$ cat src/rtl/cod_pkg.sv
// package for the eight-channel clock output control block
// assumes a classic wishbone master on the register port, one 100 MHz clock
//
// Overview of operation
// - eight identical control words, one per output
// - soft reset bit restores defaults, self-clears
// - soft reset write ignores other channel-0 fields
// - path mode bits 18:17 select output stages
// - modes add 100, 400, 500 ps latency
// - divider acts only in divided modes
// - divide bits 15:8, ratio twice field
// - delay bits 7:4 add 150 ps steps
// - channel enable needs global enable and pin
// - global enable bit 27, resets to one
// - power-down bit 26 overrides all channel outputs
// - input select bit 28, zero picks second
// - channels reset bypassed, disabled, zero delay
package cod_pkg;

  localparam int NUM_CHAN = 8;

  // register indices; byte address is four times the index
  localparam logic [3:0] IDX_CHAN0 = 4'h0;
  localparam logic [3:0] IDX_BOOST = 4'h9;
  localparam logic [3:0] IDX_GLOBAL = 4'hE;
  localparam logic [3:0] IDX_STATUS = 4'hF;

  // channel word field positions
  localparam int SOFT_RST_BIT = 31;
  localparam int MODE_LSB = 17;
  localparam int EN_BIT = 16;
  localparam int DIV_LSB = 8;
  localparam int DLY_LSB = 4;

  // global word and boost word bit positions
  localparam int SEL_BIT = 28;
  localparam int GLOB_EN_BIT = 27;
  localparam int PD_BIT = 26;
  localparam int BOOST_BIT = 16;

  // writable bits of each word; all others read as zero
  localparam logic [31:0] CHAN_MASK = 32'h0007_FFF0;
  localparam logic [31:0] GLOBAL_MASK = 32'h1C00_0000;
  localparam logic [31:0] BOOST_MASK = 32'h0001_0000;

  // reset values
  localparam logic [31:0] CHAN_RESET = 32'h0000_0100;
  localparam logic [31:0] GLOBAL_RESET = 32'h0800_0000;
  localparam logic [31:0] BOOST_RESET = 32'h0000_0000;

  // added path latency in ps relative to bypass, and delay step in ps
  localparam logic [11:0] LAT_DIV_PS = 12'h064;
  localparam logic [11:0] LAT_DLY_PS = 12'h190;
  localparam logic [11:0] LAT_DIVDLY_PS = 12'h1F4;
  localparam logic [11:0] DLY_STEP_PS = 12'h096;

  // path mode field encoding
  typedef enum logic [1:0] {
    MODE_BYPASS = 2'h0,
    MODE_DIV = 2'h1,
    MODE_DLY = 2'h2,
    MODE_DIVDLY = 2'h3
  } cod_mode_e;

  // one channel control word
  typedef struct packed {
    logic soft_reset;
    logic [11:0] rsv_hi;
    cod_mode_e path_mode_select;
    logic channel_output_enable;
    logic [7:0] divide_field;
    logic [3:0] delay_step_field;
    logic [3:0] rsv_lo;
  } cod_chan_s;

  // wishbone classic request and answer
  typedef struct packed {
    logic cyc;
    logic stb;
    logic we;
    logic [5:0] adr;
    logic [3:0] sel;
    logic [31:0] dat;
  } cod_wb_req_s;

  typedef struct packed {
    logic ack;
    logic [31:0] dat;
  } cod_wb_rsp_s;

endpackage

$ cat src/rtl/cod_clock_control.sv
// top of the clock output control block: register file and channels
// assumes a classic wishbone master on clk_i and asynchronous pins
`timescale 1ns/10ps
`default_nettype none

module cod_clock_control (
  input wire logic clk_i,
  input wire logic rst_i,
  input wire cod_pkg::cod_wb_req_s wb_req_i,
  output cod_pkg::cod_wb_rsp_s wb_rsp_o,
  input wire logic first_clock_input_i,
  input wire logic second_clock_input_i,
  input wire logic output_gate_pin_i,
  input wire logic sync_n_i,
  output logic [cod_pkg::NUM_CHAN-1:0] clock_output_n_o,
  output logic [cod_pkg::NUM_CHAN-1:0] channel_active_o,
  output logic [cod_pkg::NUM_CHAN-1:0][11:0] path_delay_ps_o,
  output logic boost_enable_o,
  output logic device_shutdown_o,
  output logic input_source_select_o
);

  import cod_pkg::*;

  // bus handshake states
  typedef enum logic [1:0] {
    WB_IDLE = 2'b01,
    WB_ACK = 2'b10
  } cod_wb_state_e;

  // byte-lane merge of a write into a stored word
  function automatic logic [31:0] merge_sel(
    input logic [31:0] old_w,
    input logic [31:0] new_w,
    input logic [3:0] sel,
    input logic [31:0] mask
  );
    logic [31:0] res;
    res = old_w;
    for (int b = 0; b < 4; b++) begin
      if (sel[b]) begin
        res[b*8 +: 8] = new_w[b*8 +: 8];
      end
    end
    return res & mask;
  endfunction

  // true when the divider stage sits in the path
  function automatic logic mode_has_div(input cod_mode_e m);
    return (m == MODE_DIV) || (m == MODE_DIVDLY);
  endfunction

  // true when the delay stage sits in the path
  function automatic logic mode_has_dly(input cod_mode_e m);
    return (m == MODE_DLY) || (m == MODE_DIVDLY);
  endfunction

  // fixed latency of the selected path relative to bypass
  function automatic logic [11:0] mode_latency(input cod_mode_e m);
    logic [11:0] lat;
    lat = 12'h000;
    unique case (m)
      MODE_BYPASS: lat = 12'h000;
      MODE_DIV: lat = LAT_DIV_PS;
      MODE_DLY: lat = LAT_DLY_PS;
      MODE_DIVDLY: lat = LAT_DIVDLY_PS;
    endcase
    return lat;
  endfunction

  // stored state
  cod_chan_s chan_reg [NUM_CHAN];
  logic [31:0] global_reg;
  logic [31:0] boost_reg;
  cod_wb_state_e wb_state_reg;
  cod_wb_state_e wb_state_next;
  logic ack_reg;
  logic [31:0] rdat_reg;

  // pin synchroniser stages; only the second stage is read by logic
  logic [3:0] pin_meta_reg;
  logic [3:0] pin_sync_reg;
  logic sel_clk_prev_reg;
  logic bypass_clk_reg;
  logic [NUM_CHAN-1:0] out_reg;
  logic [NUM_CHAN-1:0] active_reg;
  logic [NUM_CHAN-1:0][11:0] dly_ps_reg;
  logic [NUM_CHAN-1:0] div_clk;

  // decoded bus request
  logic [3:0] wb_idx;
  logic wb_take;
  logic wb_write;
  logic wb_hit;
  logic soft_reset;
  logic [31:0] rd_word;

  // decoded global control
  logic glob_select;
  logic glob_enable;
  logic glob_shutdown;
  logic gate_sync;
  logic sync_held;
  logic sel_clk;
  logic src_tick;
  logic outputs_allowed;

  // bus decode
  assign wb_idx = wb_req_i.adr[5:2];
  assign wb_take = wb_req_i.cyc & wb_req_i.stb & (wb_state_reg == WB_IDLE);
  assign wb_write = wb_take & wb_req_i.we;
  assign wb_hit = (wb_idx < 4'(NUM_CHAN)) || (wb_idx == IDX_BOOST) ||
                  (wb_idx == IDX_GLOBAL) || (wb_idx == IDX_STATUS);

  // a write of one to bit 31 of word 0 restores every default
  assign soft_reset = wb_write && (wb_idx == IDX_CHAN0) &&
                      wb_req_i.sel[3] && wb_req_i.dat[SOFT_RST_BIT];

  // global control fields
  assign glob_select = global_reg[SEL_BIT];
  assign glob_enable = global_reg[GLOB_EN_BIT];
  assign glob_shutdown = global_reg[PD_BIT];

  // synchronised pins: 0 first input, 1 second input, 2 gate, 3 sync
  assign gate_sync = pin_sync_reg[2];
  assign sync_held = ~pin_sync_reg[3];

  // one selects the first input, zero the second
  assign sel_clk = glob_select ? pin_sync_reg[0] : pin_sync_reg[1];
  assign src_tick = sel_clk & ~sel_clk_prev_reg;

  // shutdown overrides the gate pin and the global enable
  assign outputs_allowed = glob_enable & gate_sync & ~glob_shutdown;

  // two-flop synchronisers for all asynchronous pins
  always_ff @(posedge clk_i) begin
    if (rst_i) begin
      pin_meta_reg <= 4'h0;
      pin_sync_reg <= 4'h0;
    end else begin
      pin_meta_reg <= {sync_n_i, output_gate_pin_i,
                       second_clock_input_i, first_clock_input_i};
      pin_sync_reg <= pin_meta_reg;
    end
  end

  // source clock edge detect and bypass copy
  always_ff @(posedge clk_i) begin
    if (rst_i) begin
      sel_clk_prev_reg <= 1'b0;
      bypass_clk_reg <= 1'b0;
    end else begin
      sel_clk_prev_reg <= sel_clk;
      bypass_clk_reg <= sel_clk & ~glob_shutdown;
    end
  end

  // bus handshake: answer one cycle after the request; no request is taken in the ack cycle
  always_comb begin
    wb_state_next = wb_state_reg;
    unique case (wb_state_reg)
      WB_IDLE: begin
        if (wb_req_i.cyc && wb_req_i.stb) begin
          wb_state_next = WB_ACK;
        end
      end
      WB_ACK: wb_state_next = WB_IDLE;
      default: wb_state_next = WB_IDLE;
    endcase
  end

  always_ff @(posedge clk_i) begin
    if (rst_i) begin
      wb_state_reg <= WB_IDLE;
      ack_reg <= 1'b0;
      rdat_reg <= 32'h0000_0000;
    end else begin
      wb_state_reg <= wb_state_next;
      ack_reg <= wb_take;
      rdat_reg <= (wb_take && !wb_req_i.we) ? rd_word : 32'h0000_0000;
    end
  end

  // read selection; unmapped words answer with zero
  assign rd_word = !wb_hit ? 32'h0000_0000 :
                   (wb_idx < 4'(NUM_CHAN)) ? 32'(chan_reg[wb_idx[2:0]]) :
                   (wb_idx == IDX_BOOST) ? boost_reg :
                   (wb_idx == IDX_GLOBAL) ? global_reg :
                   {14'h0000, sync_held, glob_shutdown,
                    active_reg, out_reg};

  assign wb_rsp_o.ack = ack_reg;
  assign wb_rsp_o.dat = rdat_reg;

  // channel control words; the soft reset bit itself is never stored
  always_ff @(posedge clk_i) begin
    if (rst_i || soft_reset) begin
      for (int i = 0; i < NUM_CHAN; i++) begin
        chan_reg[i] <= cod_chan_s'(CHAN_RESET);
      end
    end else if (wb_write && (wb_idx < 4'(NUM_CHAN))) begin
      // each write reaches only the addressed channel
      chan_reg[wb_idx[2:0]] <= cod_chan_s'(merge_sel(
        32'(chan_reg[wb_idx[2:0]]), wb_req_i.dat, wb_req_i.sel,
        CHAN_MASK));
    end
  end

  // global and boost words; a soft reset write drops its other fields
  always_ff @(posedge clk_i) begin
    if (rst_i || soft_reset) begin
      global_reg <= GLOBAL_RESET;
      boost_reg <= BOOST_RESET;
    end else if (wb_write && (wb_idx == IDX_GLOBAL)) begin
      // enable resets to one, but outputs still need their channel enable bit written
      global_reg <= merge_sel(global_reg, wb_req_i.dat, wb_req_i.sel,
                              GLOBAL_MASK);
    end else if (wb_write && (wb_idx == IDX_BOOST)) begin
      boost_reg <= merge_sel(boost_reg, wb_req_i.dat, wb_req_i.sel,
                             BOOST_MASK);
    end
  end

  // per-channel output path
  generate
    for (genvar c = 0; c < NUM_CHAN; c++) begin : g_chan
      cod_mode_e mode;
      logic has_div;
      logic has_dly;
      logic enable_ok;
      logic div_hold;
      logic path_clk;
      logic [11:0] step_ps;

      // path stages follow the mode field
      assign mode = chan_reg[c].path_mode_select;
      assign has_div = mode_has_div(mode);
      assign has_dly = mode_has_dly(mode);

      // channel bit counts only with global enable and gate pin
      assign enable_ok = chan_reg[c].channel_output_enable & outputs_allowed;

      // dividers stay cleared while unused, shut down or sync is low,
      // so releasing sync starts every divider on the same edge
      assign div_hold = ~has_div | glob_shutdown | sync_held;

      // the divide field only matters in divided modes
      assign path_clk = has_div ? div_clk[c] : bypass_clk_reg;

      // delay steps count only when the delay stage is in
      assign step_ps = has_dly ?
        12'(12'(chan_reg[c].delay_step_field) * DLY_STEP_PS) : 12'h000;

      cod_channel_divider u_div (
        .clk_i(clk_i),
        .rst_i(rst_i),
        .hold_i(div_hold),
        .tick_i(src_tick),
        .half_ratio_i(chan_reg[c].divide_field),
        .div_clk_o(div_clk[c])
      );

      // registered output, enable flag and reported path latency
      always_ff @(posedge clk_i) begin
        if (rst_i) begin
          out_reg[c] <= 1'b0;
          active_reg[c] <= 1'b0;
          dly_ps_reg[c] <= 12'h000;
        end else begin
          out_reg[c] <= enable_ok & path_clk;
          active_reg[c] <= enable_ok;
          dly_ps_reg[c] <= 12'(mode_latency(mode) + step_ps);
        end
      end
    end
  endgenerate

  // outputs; sub-cycle latency cannot be shown on a 10 ns clock,
  // so it is reported as a figure in ps per channel instead
  assign clock_output_n_o = out_reg;
  assign channel_active_o = active_reg;
  assign path_delay_ps_o = dly_ps_reg;
  // boost is applied to every output at once
  assign boost_enable_o = boost_reg[BOOST_BIT];
  assign device_shutdown_o = glob_shutdown;
  assign input_source_select_o = glob_select;

endmodule

`default_nettype wire

$ cat src/rtl/cod_channel_divider.sv
// even-ratio divider for one output channel
// assumes tick_i is a one-cycle pulse per rising edge of the source clock
`timescale 1ns/10ps
`default_nettype none

module cod_channel_divider (
  input wire logic clk_i,
  input wire logic rst_i,
  input wire logic hold_i,
  input wire logic tick_i,
  input wire logic [7:0] half_ratio_i,
  output logic div_clk_o
);

  logic [7:0] cnt_reg;
  logic [7:0] last_cnt;
  logic stop;

  // a zero field is invalid, so the divider simply parks low
  assign stop = hold_i | (half_ratio_i == 8'h00);
  assign last_cnt = 8'(half_ratio_i - 8'h01);

  // toggle once every half_ratio source cycles
  always_ff @(posedge clk_i) begin
    if (rst_i || stop) begin
      cnt_reg <= 8'h00;
      div_clk_o <= 1'b0;
    end else if (tick_i) begin
      if (cnt_reg == last_cnt) begin
        cnt_reg <= 8'h00;
        div_clk_o <= ~div_clk_o;
      end else begin
        cnt_reg <= 8'(cnt_reg + 8'h01);
      end
    end
  end

endmodule

`default_nettype wire

$ cat config.mk
export PLATFORM = sky130hd
export DESIGN_NAME = cod_clock_control
export DESIGN_NICKNAME = d
export VERILOG_FILES = /design/src/rtl/cod_pkg.sv /design/src/rtl/cod_clock_control.sv /design/src/rtl/cod_channel_divider.sv
export SDC_FILE = /design/constraint.sdc
export NUM_CORES = 1
export LEC_CHECK = 0
export BUFFER_PORTS_ARGS = -buffer_cell sky130_fd_sc_hd__buf_2
export CELL_PAD_IN_SITES_DETAIL_PLACEMENT = 1
export CELL_PAD_IN_SITES_GLOBAL_PLACEMENT = 1
export CORE_MARGIN = 2
export CORE_UTILIZATION = 48
export CTS_BUF_LIST = sky130_fd_sc_hd__clkbuf_8
export DETAILED_ROUTE_END_ITERATION = 16
export PLACE_DENSITY = 0.86
export SLEW_MARGIN = 25
export SYNTH_ARGS = -nofsm -noshare
export SYNTH_HDL_FRONTEND = slang
export SYNTH_SLANG_ARGS = --single-unit
$ cat constraint.sdc
create_clock -name clk_i -period 4.3 [get_ports clk_i]
set_clock_uncertainty 0.05 [all_clocks]
set_input_delay 0.645 -clock clk_i [delete_from_list [all_inputs] [get_ports clk_i]]
set_output_delay 0.645 -clock clk_i [all_outputs]
set_load 0.01 [all_outputs]
# Yosys cells after proc, flatten, opt, wreduce, memory -nomap -nowiden
# Memory sizes are Yosys's and may differ from the RTL's.
# Cells that the tools add are included.
dict set report totals {
  reg_bits 233
  ramBits 120
  inputBits 51
  output_inout_bits 148
  elab_cells 317
  n_memories 1
}
# memory depth width rd rd_ports_with_merged_regs wr line
set memory_table {}
lappend memory_table {chan_reg 8 15 9 0 8 cod_clock_control.sv:72} ;# cod_chan_s chan_reg [NUM_CHAN];
dict set report classes {
  addsub 24
  n_mul 8
  magnitude_cmp 1
  eq_ne 36
  muxes 61
  n_bitwise 70
  reduce_logical 67
}
# op count
set op_table {}
lappend op_table {{$pmux 12 s4} 8}
lappend op_table {{$mux 12} 16}
lappend op_table {{$mux 8} 14}
lappend op_table {{$add 12x12->12} 8}
lappend op_table {{$mul 4x7->11 const B} 8}
lappend op_table {{$add 8x1->8 const B} 8}
lappend op_table {{$eq 8x8->1} 8}
lappend op_table {{$logic_not 8->1} 8}
lappend op_table {{$sub 8x1->8 const B} 8}
lappend op_table {{$mux 29} 2}
lappend op_table {{$eq 2x2->1 const B} 16}
lappend op_table {{$mux 32} 1}
lappend op_table {{$logic_or 1x1->1} 28}
lappend op_table {{$or 1x1->1} 24}
lappend op_table {{$and 1x1->1} 23}
lappend op_table {{$not 1->1} 23}
lappend op_table {{$eq 2x1->1 const B} 9}
lappend op_table {{$reduce_and 2->1} 9}
lappend op_table {{$logic_not 2->1} 8}
lappend op_table {{$mux 1} 15}
lappend op_table {{$mux 15} 1}
lappend op_table {{$reduce_or 15->1} 1}
lappend op_table {{$eq 4x4->1 const B} 3}
lappend op_table {{$mux 3} 4}
lappend op_table {{7 further kinds} 14}

# Depth between registers and ports, before layout
# Gate-level depths: netlist (run 1).
dict set report logic_depth {
  word_depth 11
  ltp_mapped 16
  depth_no_buf 16
}

# Cells and area by module
# Synthesis (run 1) repeated with hierarchy kept, for this count alone.
dict set report unflattened {
  hier_cells 2215
  hier_area_um2 21003.9
}
# module n_inst cells_each area_each_um2 seq_area_each_um2
set by_module_without_submodules {}
lappend by_module_without_submodules {cod_clock_control 1 1535 15238.4 6466.2}
lappend by_module_without_submodules {cod_channel_divider 8 85 720.7 180.2}

# Least setup slack after synthesis (run 1)
# No wires, ideal clock.
dict set report synth_timing {
  path_kind {reg-to-reg}
  from {mem chan_reg[5][2] (netlist bit)}
  to {reg dly_ps_reg, in the netlist path_delay_ps_o[71]}
  setup_time_ns 0.070
  arrival_ns 3.512
  t_required_ns 4.180
  slack_ns 0.668
  stages_incl_launch_ff 17
  n_path_buf 0
  period_less_slack_ns 3.632
  path_cell_list {edfxtp_1 ha_1 inv_1 fa_1 inv_1 ha_1 and3b_1 nor2_1 xor2_1 nor2_1 ha_1 or3_1 a31oi_1 nor4_1 or3_1 a31o_2 a21oi_1}
}
# item line
set synth_rtl {}
lappend synth_rtl {{from (decl)} cod_clock_control.sv:72}
lappend synth_rtl {{to (signal, indexed assignment)} cod_clock_control.sv:272} ;# dly_ps_reg[c] <= 12'(mode_latency(mode) + step_ps);
lappend synth_rtl {{to (decl)} cod_clock_control.sv:87} ;# logic [NUM_CHAN-1:0][11:0] dly_ps_reg;

==> flow_metrics.py, run 1 <==
metrics = {
    "global_routing": {
        "grt_usage_pct": 29.08,
        "grt_pass1_vias": 18423,
        "overflow": 0,
        "grt_max_degree": 37,
        "antenna_found_initial": 4,
        "grt_pass1_wl_mm": 100.9,
    },
    "yosys": {
        "synth_fa_ha_area_share_pct": 11.24,
        "ys_seq_area_share_pct": 39.08,
        "synth_compound_area_share_pct": 13.85,
        "yosys_most_used_dff": "dfxtp_1",
        "avgSynthCellArea_um2": 9.177,
        "syn_area_um2": 20240,
        "synth_top_family_by_area": "simple AND/OR/NAND/NOR gates",
        "synth_seq_cells": 335,
        "synth.area.mux_share_pct": 3.172,
        "synth-xor-area-share_pct": 7.574,
        "netlist-cell-type-count": 76,
        "yosys.area_share.simple_pct": 20.60,
        "synth_edf_count": 120,
        "ys_warn_count": 0,
        "async_flop_share_pct": 0,
        "synth_cells": 2205,
    },
    "sta": {
        "maxSlewHeadroom_pct": 26.15,
        "fmax_mhz": 243.9,
        "final.period_utilization_pct": 95.35,
        "setup_tns_ns": 0,
        "setup_violations": 0,
        "final_max_slew_viol_count": 0,
        "min_period_ns": 4.100,
        "hold_violations": 0,
        "worst_pin_slew_ns": 1.077,
        "grt_setup_unrepaired": "no",
    },
    "floorplanning": {
        "die_area_um2": 43820,
        "die_h_um": 209.3,
        "die-width_um": 209.3,
        "num_rows": 75,
        "boundaryPins": 199,
        "initial_core_util_pct": 48.46,
        "core_area_um2": 41760,
    },
    "drt": {
        "drcViolationCount": 0,
        "wire_per_inst_um": 21.92,
        "wirelength_mm": 64.64,
        "drt_pass1_iterations": 5,
        "dr_total_vias": 17795,
        "viasPerCell": 6.034,
        "drt_iter0_drc": 1249,
        "ant_nets": 0,
    },
    "setup_path": {
        "critPathRequiredTime_ns": 4.84,
        "startpoint": "chan_reg[3][2]",
        "critical_path_arrival_ns": 4.64,
        "rrSetupSlack_ns": 0.20,
        "crit_path_start_kind": "register",
        "worstPathMaxFanout": 8,
        "end_kind": "register",
        "r2r_cells": 16,
        "r2r_start": "chan_reg[3][2]",
        "path_class": "reg2reg",
    },
    "cells_and_area": {
        "area_delta_synth_final_pct": 12.27,
        "num-nets-final": 2586,
        "drive_gt1_share_pct": 12.59,
        "largest_reg_flops": 120,
        "stdcell_area_um2": 22720,
    },
    "pwr": {
        "power_leakage_nw": 9.854,
        "p_switching_mw": 2.075,
        "swShare_pct": 27.90,
        "ir_drop_uv": 223.1,
        "p_per_area_nw_per_um2": 327.4,
        "p_int_mw": 5.363,
        "seqPwrFrac_pct": 46.8,
        "pwr-share-comb_pct": 12.7,
        "clkPwrFrac_pct": 40.5,
    },
    "clocking": {
        "cts_buffers": 59,
        "insertion_delay_ns": 0.66,
        "clkSlewWorstSetupHoldPaths_ns": 0.06,
        "htreeDepth": 2,
        "cts_tree": "yes",
        "post-cts-setup-buffers": 0,
        "clockRootBuffer": "clkbuf_8",
        "cts_resized": 0,
        "clockBufferDepth": 3,
        "ctsHoldBuffers": 0,
        "clock_sinks": 335,
    },
    "run_status": {
        "status": "finished clean",
    },
    "job": {
        "cap_violations": 0,
    },
    "placement": {
        "dpl.hpwl_mm": 47.13,
        "place_area_um2": 21490,
        "gp_congestion": 0.9144,
        "io_buffers": 165,
    },
    "hold_path": {
        "hold_start": "wb_req_i[27]",
        "hold_path.class": "in2reg",
        "holdPathStages": 3,
    },
}
==> synthesized netlist by cell type, types with 7 or more instances <==
cell	n	area share, %
xor2_1	79	3.4
and3b_1	13	0.56
or4_1	10	0.37
a31oi_1	22	0.68
inv_1	102	1.9
nor4_1	22	0.68
a211o_1	10	0.43
mux2i_1	54	2.7
a211oi_1	27	1.0
nand3_1	62	1.5
o31a_1	7	0.30
o311ai_0	7	0.30
or2_2	11	0.34
o221ai_1	7	0.30
nand2_1	140	2.6
nand2b_1	21	0.65
o21bai_1	14	0.52
a221o_1	10	0.49
a21oi_1	86	2.1
xnor2_1	96	4.2
a22o_1	8	0.35
nor2b_1	63	1.9
o21a_1	12	0.45
nor2_1	255	4.7
clkbuf_1	92	1.7
a21o_1	25	0.93
o31ai_1	11	0.41
nor3_1	66	1.6
fa_1	8	0.79
dfxtp_1	215	21
and2_1	50	1.5
nor3b_1	19	0.70
o2bb2ai_1	9	0.39
o2111ai_1	7	0.30
o22ai_1	14	0.43
o21ai_0	69	1.7
edfxtp_1	120	18
buf_4	19	0.70
ha_1	169	10
nand4_1	14	0.43
and3_1	15	0.46
o211ai_1	14	0.52
or3_1	34	1.1
==> layer usage <==
metal / GRT usage [%] / wire [µm] / vias to the layer above
li1: - / - / 8178
met4: 14.98 / 3324 / 4
met1: 34.36 / 25500 / 8768
met2: 50.70 / 31890 / 636
met5: 0 / 30 / -
met3: 5.177 / 3894 / 209
==> critical path, stage by stage (launching register included) <==
cell,delay [ns]
edfxtp_1,0.52
ha_1,0.35
inv_1,0.05
fa_1,0.39
inv_1,0.07
ha_1,0.27
and3b_1,0.21
nor2_1,0.12
xor2_1,0.15
nor2_1,0.06
ha_1,0.25
or3_1,0.40
a31oi_1,0.23
nor4_1,0.11
or3_1,0.40
a31o_2,0.28
a21oi_1,0.12
==> stage by stage <==
stage / util (%) / instances / hold slack, ns / power, mW / setup slack, ns
detailed placement: 51.46 / 2836 / 0.3900 / 4.457 / 0.2690
CTS: 54.32 / 2945 / 0.1343 / 7.473 / 0.2638
global placement: 51.46 / 2836 / 0.3687 / 4.399 / 0.4410
floorplan: - / 2222 / 0.3638 / 4.143 / 0.6676
global route: 54.39 / 2947 / 0.1517 / 7.707 / 0.01223
finish: 54.41 / 2949 / 0.1501 / 7.438 / 0.1999
==> layout make-up <==
cell class	count	area (µm²)
Sequential cell	335	7908
Multi-Input combinational cell	1667	11510
Inverter	102	382.9
Timing Repair Buffer	193	1039
Clock buffer	69	949.7
Fill cell	4861	19040
Tap cell	539	674.4
Antenna cell	4	10.01
Clock inverter	40	242.7
==> power groups by stage <==
stage / clock network, mW / registers, mW / logic (mW)
4_1_cts: 3.06 / 3.48 / 0.936
2_1_floorplan: 0 / 3.52 / 0.622
5_1_grt: 3.19 / 3.49 / 1.03
3_5_place_dp: 0 / 3.54 / 0.913
6_report: 3.01 / 3.48 / 0.946
3_3_place_gp: 0 / 3.54 / 0.864
==> worst paths after layout <==
kind / endpoint
worst min-delay path: global_reg[27]
worst min register to register: pin_sync_reg[2]
worst max-delay path: path_delay_ps_o[47]
worst max register to register: path_delay_ps_o[47]
==> kinds of logic after synthesis <==
| family | Yosys count |
|---|---|
| buffers and inverters | 220 |
| adder cells (fa/ha/maj) | 177 |
| multiplexers | 61 |
| flip-flops | 335 |
| XOR/XNOR | 175 |
| AO/OA/AOI/OAI | 411 |
| AND/OR/NAND/NOR | 825 |
| other | 1 |
==> layout by cell type (no fill, tap or decap), drive strengths merged, types with 12 or more instances in the layout <==
cell    instances
nor2b          63
edfxtp        120
nand4          14
a31oi          22
and3           15
nand2         140
a211oi         27
and3b          13
o21bai         14
nor2          255
buf           193
and2           50
o21ai          72
nand2b         21
a21oi          86
clkbuf         69
a21o           25
xor2           79
nor4           22
nand3          62
xnor2          96
nor3           66
or3            35
nor3b          19
conb           18
inv           126
mux2i          54
o211ai         14
o22ai          14
o21a           12
ha            169
dfxtp         215
clkinv         13
Note: power is estimated with default switching activity, not from simulation.
==> inputs of run 2 (changes only) <==
--- a/config.mk
+++ b/config.mk
@@ -5,7 +5,7 @@
 export SDC_FILE = /design/constraint.sdc
 export NUM_CORES = 1
 export LEC_CHECK = 0
-export BUFFER_PORTS_ARGS = -buffer_cell sky130_fd_sc_hd__buf_2
+export BUFFER_PORTS_ARGS = -buffer_cell sky130_fd_sc_hd__buf_4
 export CELL_PAD_IN_SITES_DETAIL_PLACEMENT = 1
 export CELL_PAD_IN_SITES_GLOBAL_PLACEMENT = 1
 export CORE_MARGIN = 2
==> flow_metrics.py, run 2 (synthesized netlist as in run 1, its figures left out) <==
metrics = {
    "global_routing": {
        "grt_pass1_vias": 18870,
        "overflow": 0,
        "grt_max_degree": 63,
        "antenna_found_initial": 3,
        "grt_pass1_wl_mm": 102.4,
        "grt_usage_pct": 29.46,
    },
    "drt": {
        "viasPerCell": 6.053,
        "drt_pass1_iterations": 5,
        "dr_total_vias": 17815,
        "wirelength_mm": 64.93,
        "drt_iter0_drc": 1284,
        "wire_per_inst_um": 22.06,
        "ant_nets": 0,
        "drcViolationCount": 0,
    },
    "cells_and_area": {
        "stdcell_count": 2943,
        "fill_cells": 4815,
        "drive_gt1_share_pct": 12.65,
        "fin_util_pct": 55.50,
        "area_delta_synth_final_pct": 14.53,
        "final_common_cell": "nor2_1",
        "largest_reg_flops": 120,
        "num-nets-final": 2584,
        "final_cell_mix": "nor2_1 (255), dfxtp_1 (215), buf_4 (193), ha_1 (169), nand2_1 (140)",
    },
    "sta": {
        "fmax_mhz": 244.6,
        "min_period_ns": 4.088,
        "worst_pin_slew_ns": 1.086,
        "final_max_slew_viol_count": 0,
        "final.period_utilization_pct": 95.07,
        "setup_tns_ns": 0,
        "maxSlewHeadroom_pct": 25.50,
        "grt_setup_unrepaired": "no",
        "hold_violations": 0,
        "setup_violations": 0,
    },
    "setup_path": {
        "critical_path_arrival_ns": 4.62,
        "path_class": "reg2reg",
        "critical_path_buf_inv_count": 2,
        "crit_family": "simple AND/OR/NAND/NOR gates",
        "crit_chain": "ha_1 -> inv_1 -> fa_1 -> inv_1 -> ha_1 -> and3b_1 -> nor2_1 -> xor2_1 -> nor2_1 -> ha_1 -> or3_1 -> a31oi_1 -> nor4_1 -> or3_1 -> a31o_2 -> a21oi_1",
        "r2r_cells": 16,
        "timing.critical_path.mode_cell": "ha_1",
        "cpMaxStageDelayCell": "edfxtp_1",
        "cp_slowest_stage_delay_ns": 0.51,
        "worstPathMaxFanout": 8,
        "end_kind": "register",
        "crit_path_start_kind": "register",
        "cp_num_cells": 16,
        "critPathRequiredTime_ns": 4.83,
    },
    "clocking": {
        "post-cts-setup-buffers": 0,
        "clockRootBuffer": "clkbuf_8",
        "clock_sinks": 335,
        "clkSlewWorstSetupHoldPaths_ns": 0.06,
        "htreeDepth": 2,
        "cts_resized": 0,
        "cts_buffers": 57,
        "clockBufferDepth": 3,
        "cts_tree": "yes",
        "ctsHoldBuffers": 0,
        "insertion_delay_ns": 0.67,
    },
    "pwr": {
        "pwr-share-comb_pct": 12.8,
        "p_per_area_nw_per_um2": 329.2,
        "power_leakage_nw": 9.901,
        "swShare_pct": 27.42,
        "p_switching_mw": 2.092,
        "ir_drop_uv": 207.9,
        "power_mw": 7.628,
        "p_int_mw": 5.537,
        "seqPwrFrac_pct": 45.7,
        "clkPwrFrac_pct": 41.5,
    },
    "placement": {
        "place_inst": 2836,
        "dpl.hpwl_mm": 47.65,
        "gp_congestion": 0.8890,
        "io_buffers": 165,
    },
    "floorplanning": {
        "die_h_um": 209.3,
        "die_area_um2": 43820,
        "core_area_um2": 41760,
        "boundaryPins": 199,
        "initial_core_util_pct": 48.46,
        "die-width_um": 209.3,
        "num_rows": 75,
    },
    "job": {
        "cap_violations": 0,
    },
    "hold_path": {
        "holdPathStages": 2,
        "hold_path.class": "in2reg",
    },
    "run_status": {
        "status": "finished clean",
    },
}
## run 2: changes by cell type in the layout (fill, tap and decap cells not counted), moves of 2 or more
cell | before | now
clkinv_1 | 5 | 3
inv_1 | 126 | 123
buf_2 | 164 | 0
diode_2 | 4 | 1
clkbuf_8 | 69 | 74
clkinv_2 | 7 | 2
buf_4 | 29 | 193
## run 2: layer usage
metal / track usage, % / vias up / part of all wire (%)
met3: 5.162 / 195 / 6.2
li1: - / 8171 / -
met4: 15.30 / 4 / 5.1
met2: 51.87 / 608 / 50
met5: 0 / - / 0.042
met1: 34.39 / 8837 / 39
## run 2: layout make-up
type                    count  area (µm²)  share of cell area [%]
diodes                      1       2.502                 0.01080
clock buffers              74        1018                   4.395
clock inverters            32       234.0                   1.010
inverters                 102       382.9                   1.652
multi-input cells        1667       11510                   49.65
flip-flops and latches    335        7908                   34.12
well taps                 539       674.4                   2.910
repair buffers            193        1449                   6.252
## run 2: per-stage QoR
stage	cell area (µm²)	hold WS, ns	worst slack, ns
after floorplan	20300	0.3638	0.6676
after global placement	21900	0.3689	0.4379
after detailed placement	21900	0.3841	0.2656
after CTS	23150	0.1111	0.2406
after global routing	23180	0.1409	0.003315
final	23180	0.1486	0.2119
## run 2: worst paths after layout
check	from	end	slack (ns)
min	second_clock_input_i	pin_meta_reg[1]	0.15
min reg2reg	pin_meta_reg[1]	pin_sync_reg[1]	0.40
max reg2reg	chan_reg[3][2]	path_delay_ps_o[47]	0.21
max	chan_reg[3][2]	path_delay_ps_o[47]	0.21
## run 2: worst reg2reg max path: stages (launching register included)
cell and delay, ns:
edfxtp_1 0.51, ha_1 0.35, inv_1 0.06, fa_1 0.38
inv_1 0.07, ha_1 0.27, and3b_1 0.22, nor2_1 0.11
xor2_1 0.17, nor2_1 0.06, ha_1 0.24, or3_1 0.38
a31oi_1 0.21, nor4_1 0.11, or3_1 0.40, a31o_2 0.29
a21oi_1 0.15
## run 2: power by group through the flow
stage	Sequential (mW)	Combinational, mW	Clock, mW
4_1_cts	3.48	0.969	3.21
2_1_floorplan	3.52	0.622	0
3_3_place_gp	3.54	0.898	0
5_1_grt	3.49	1.06	3.35
6_report	3.48	0.978	3.17
3_5_place_dp	3.55	0.950	0
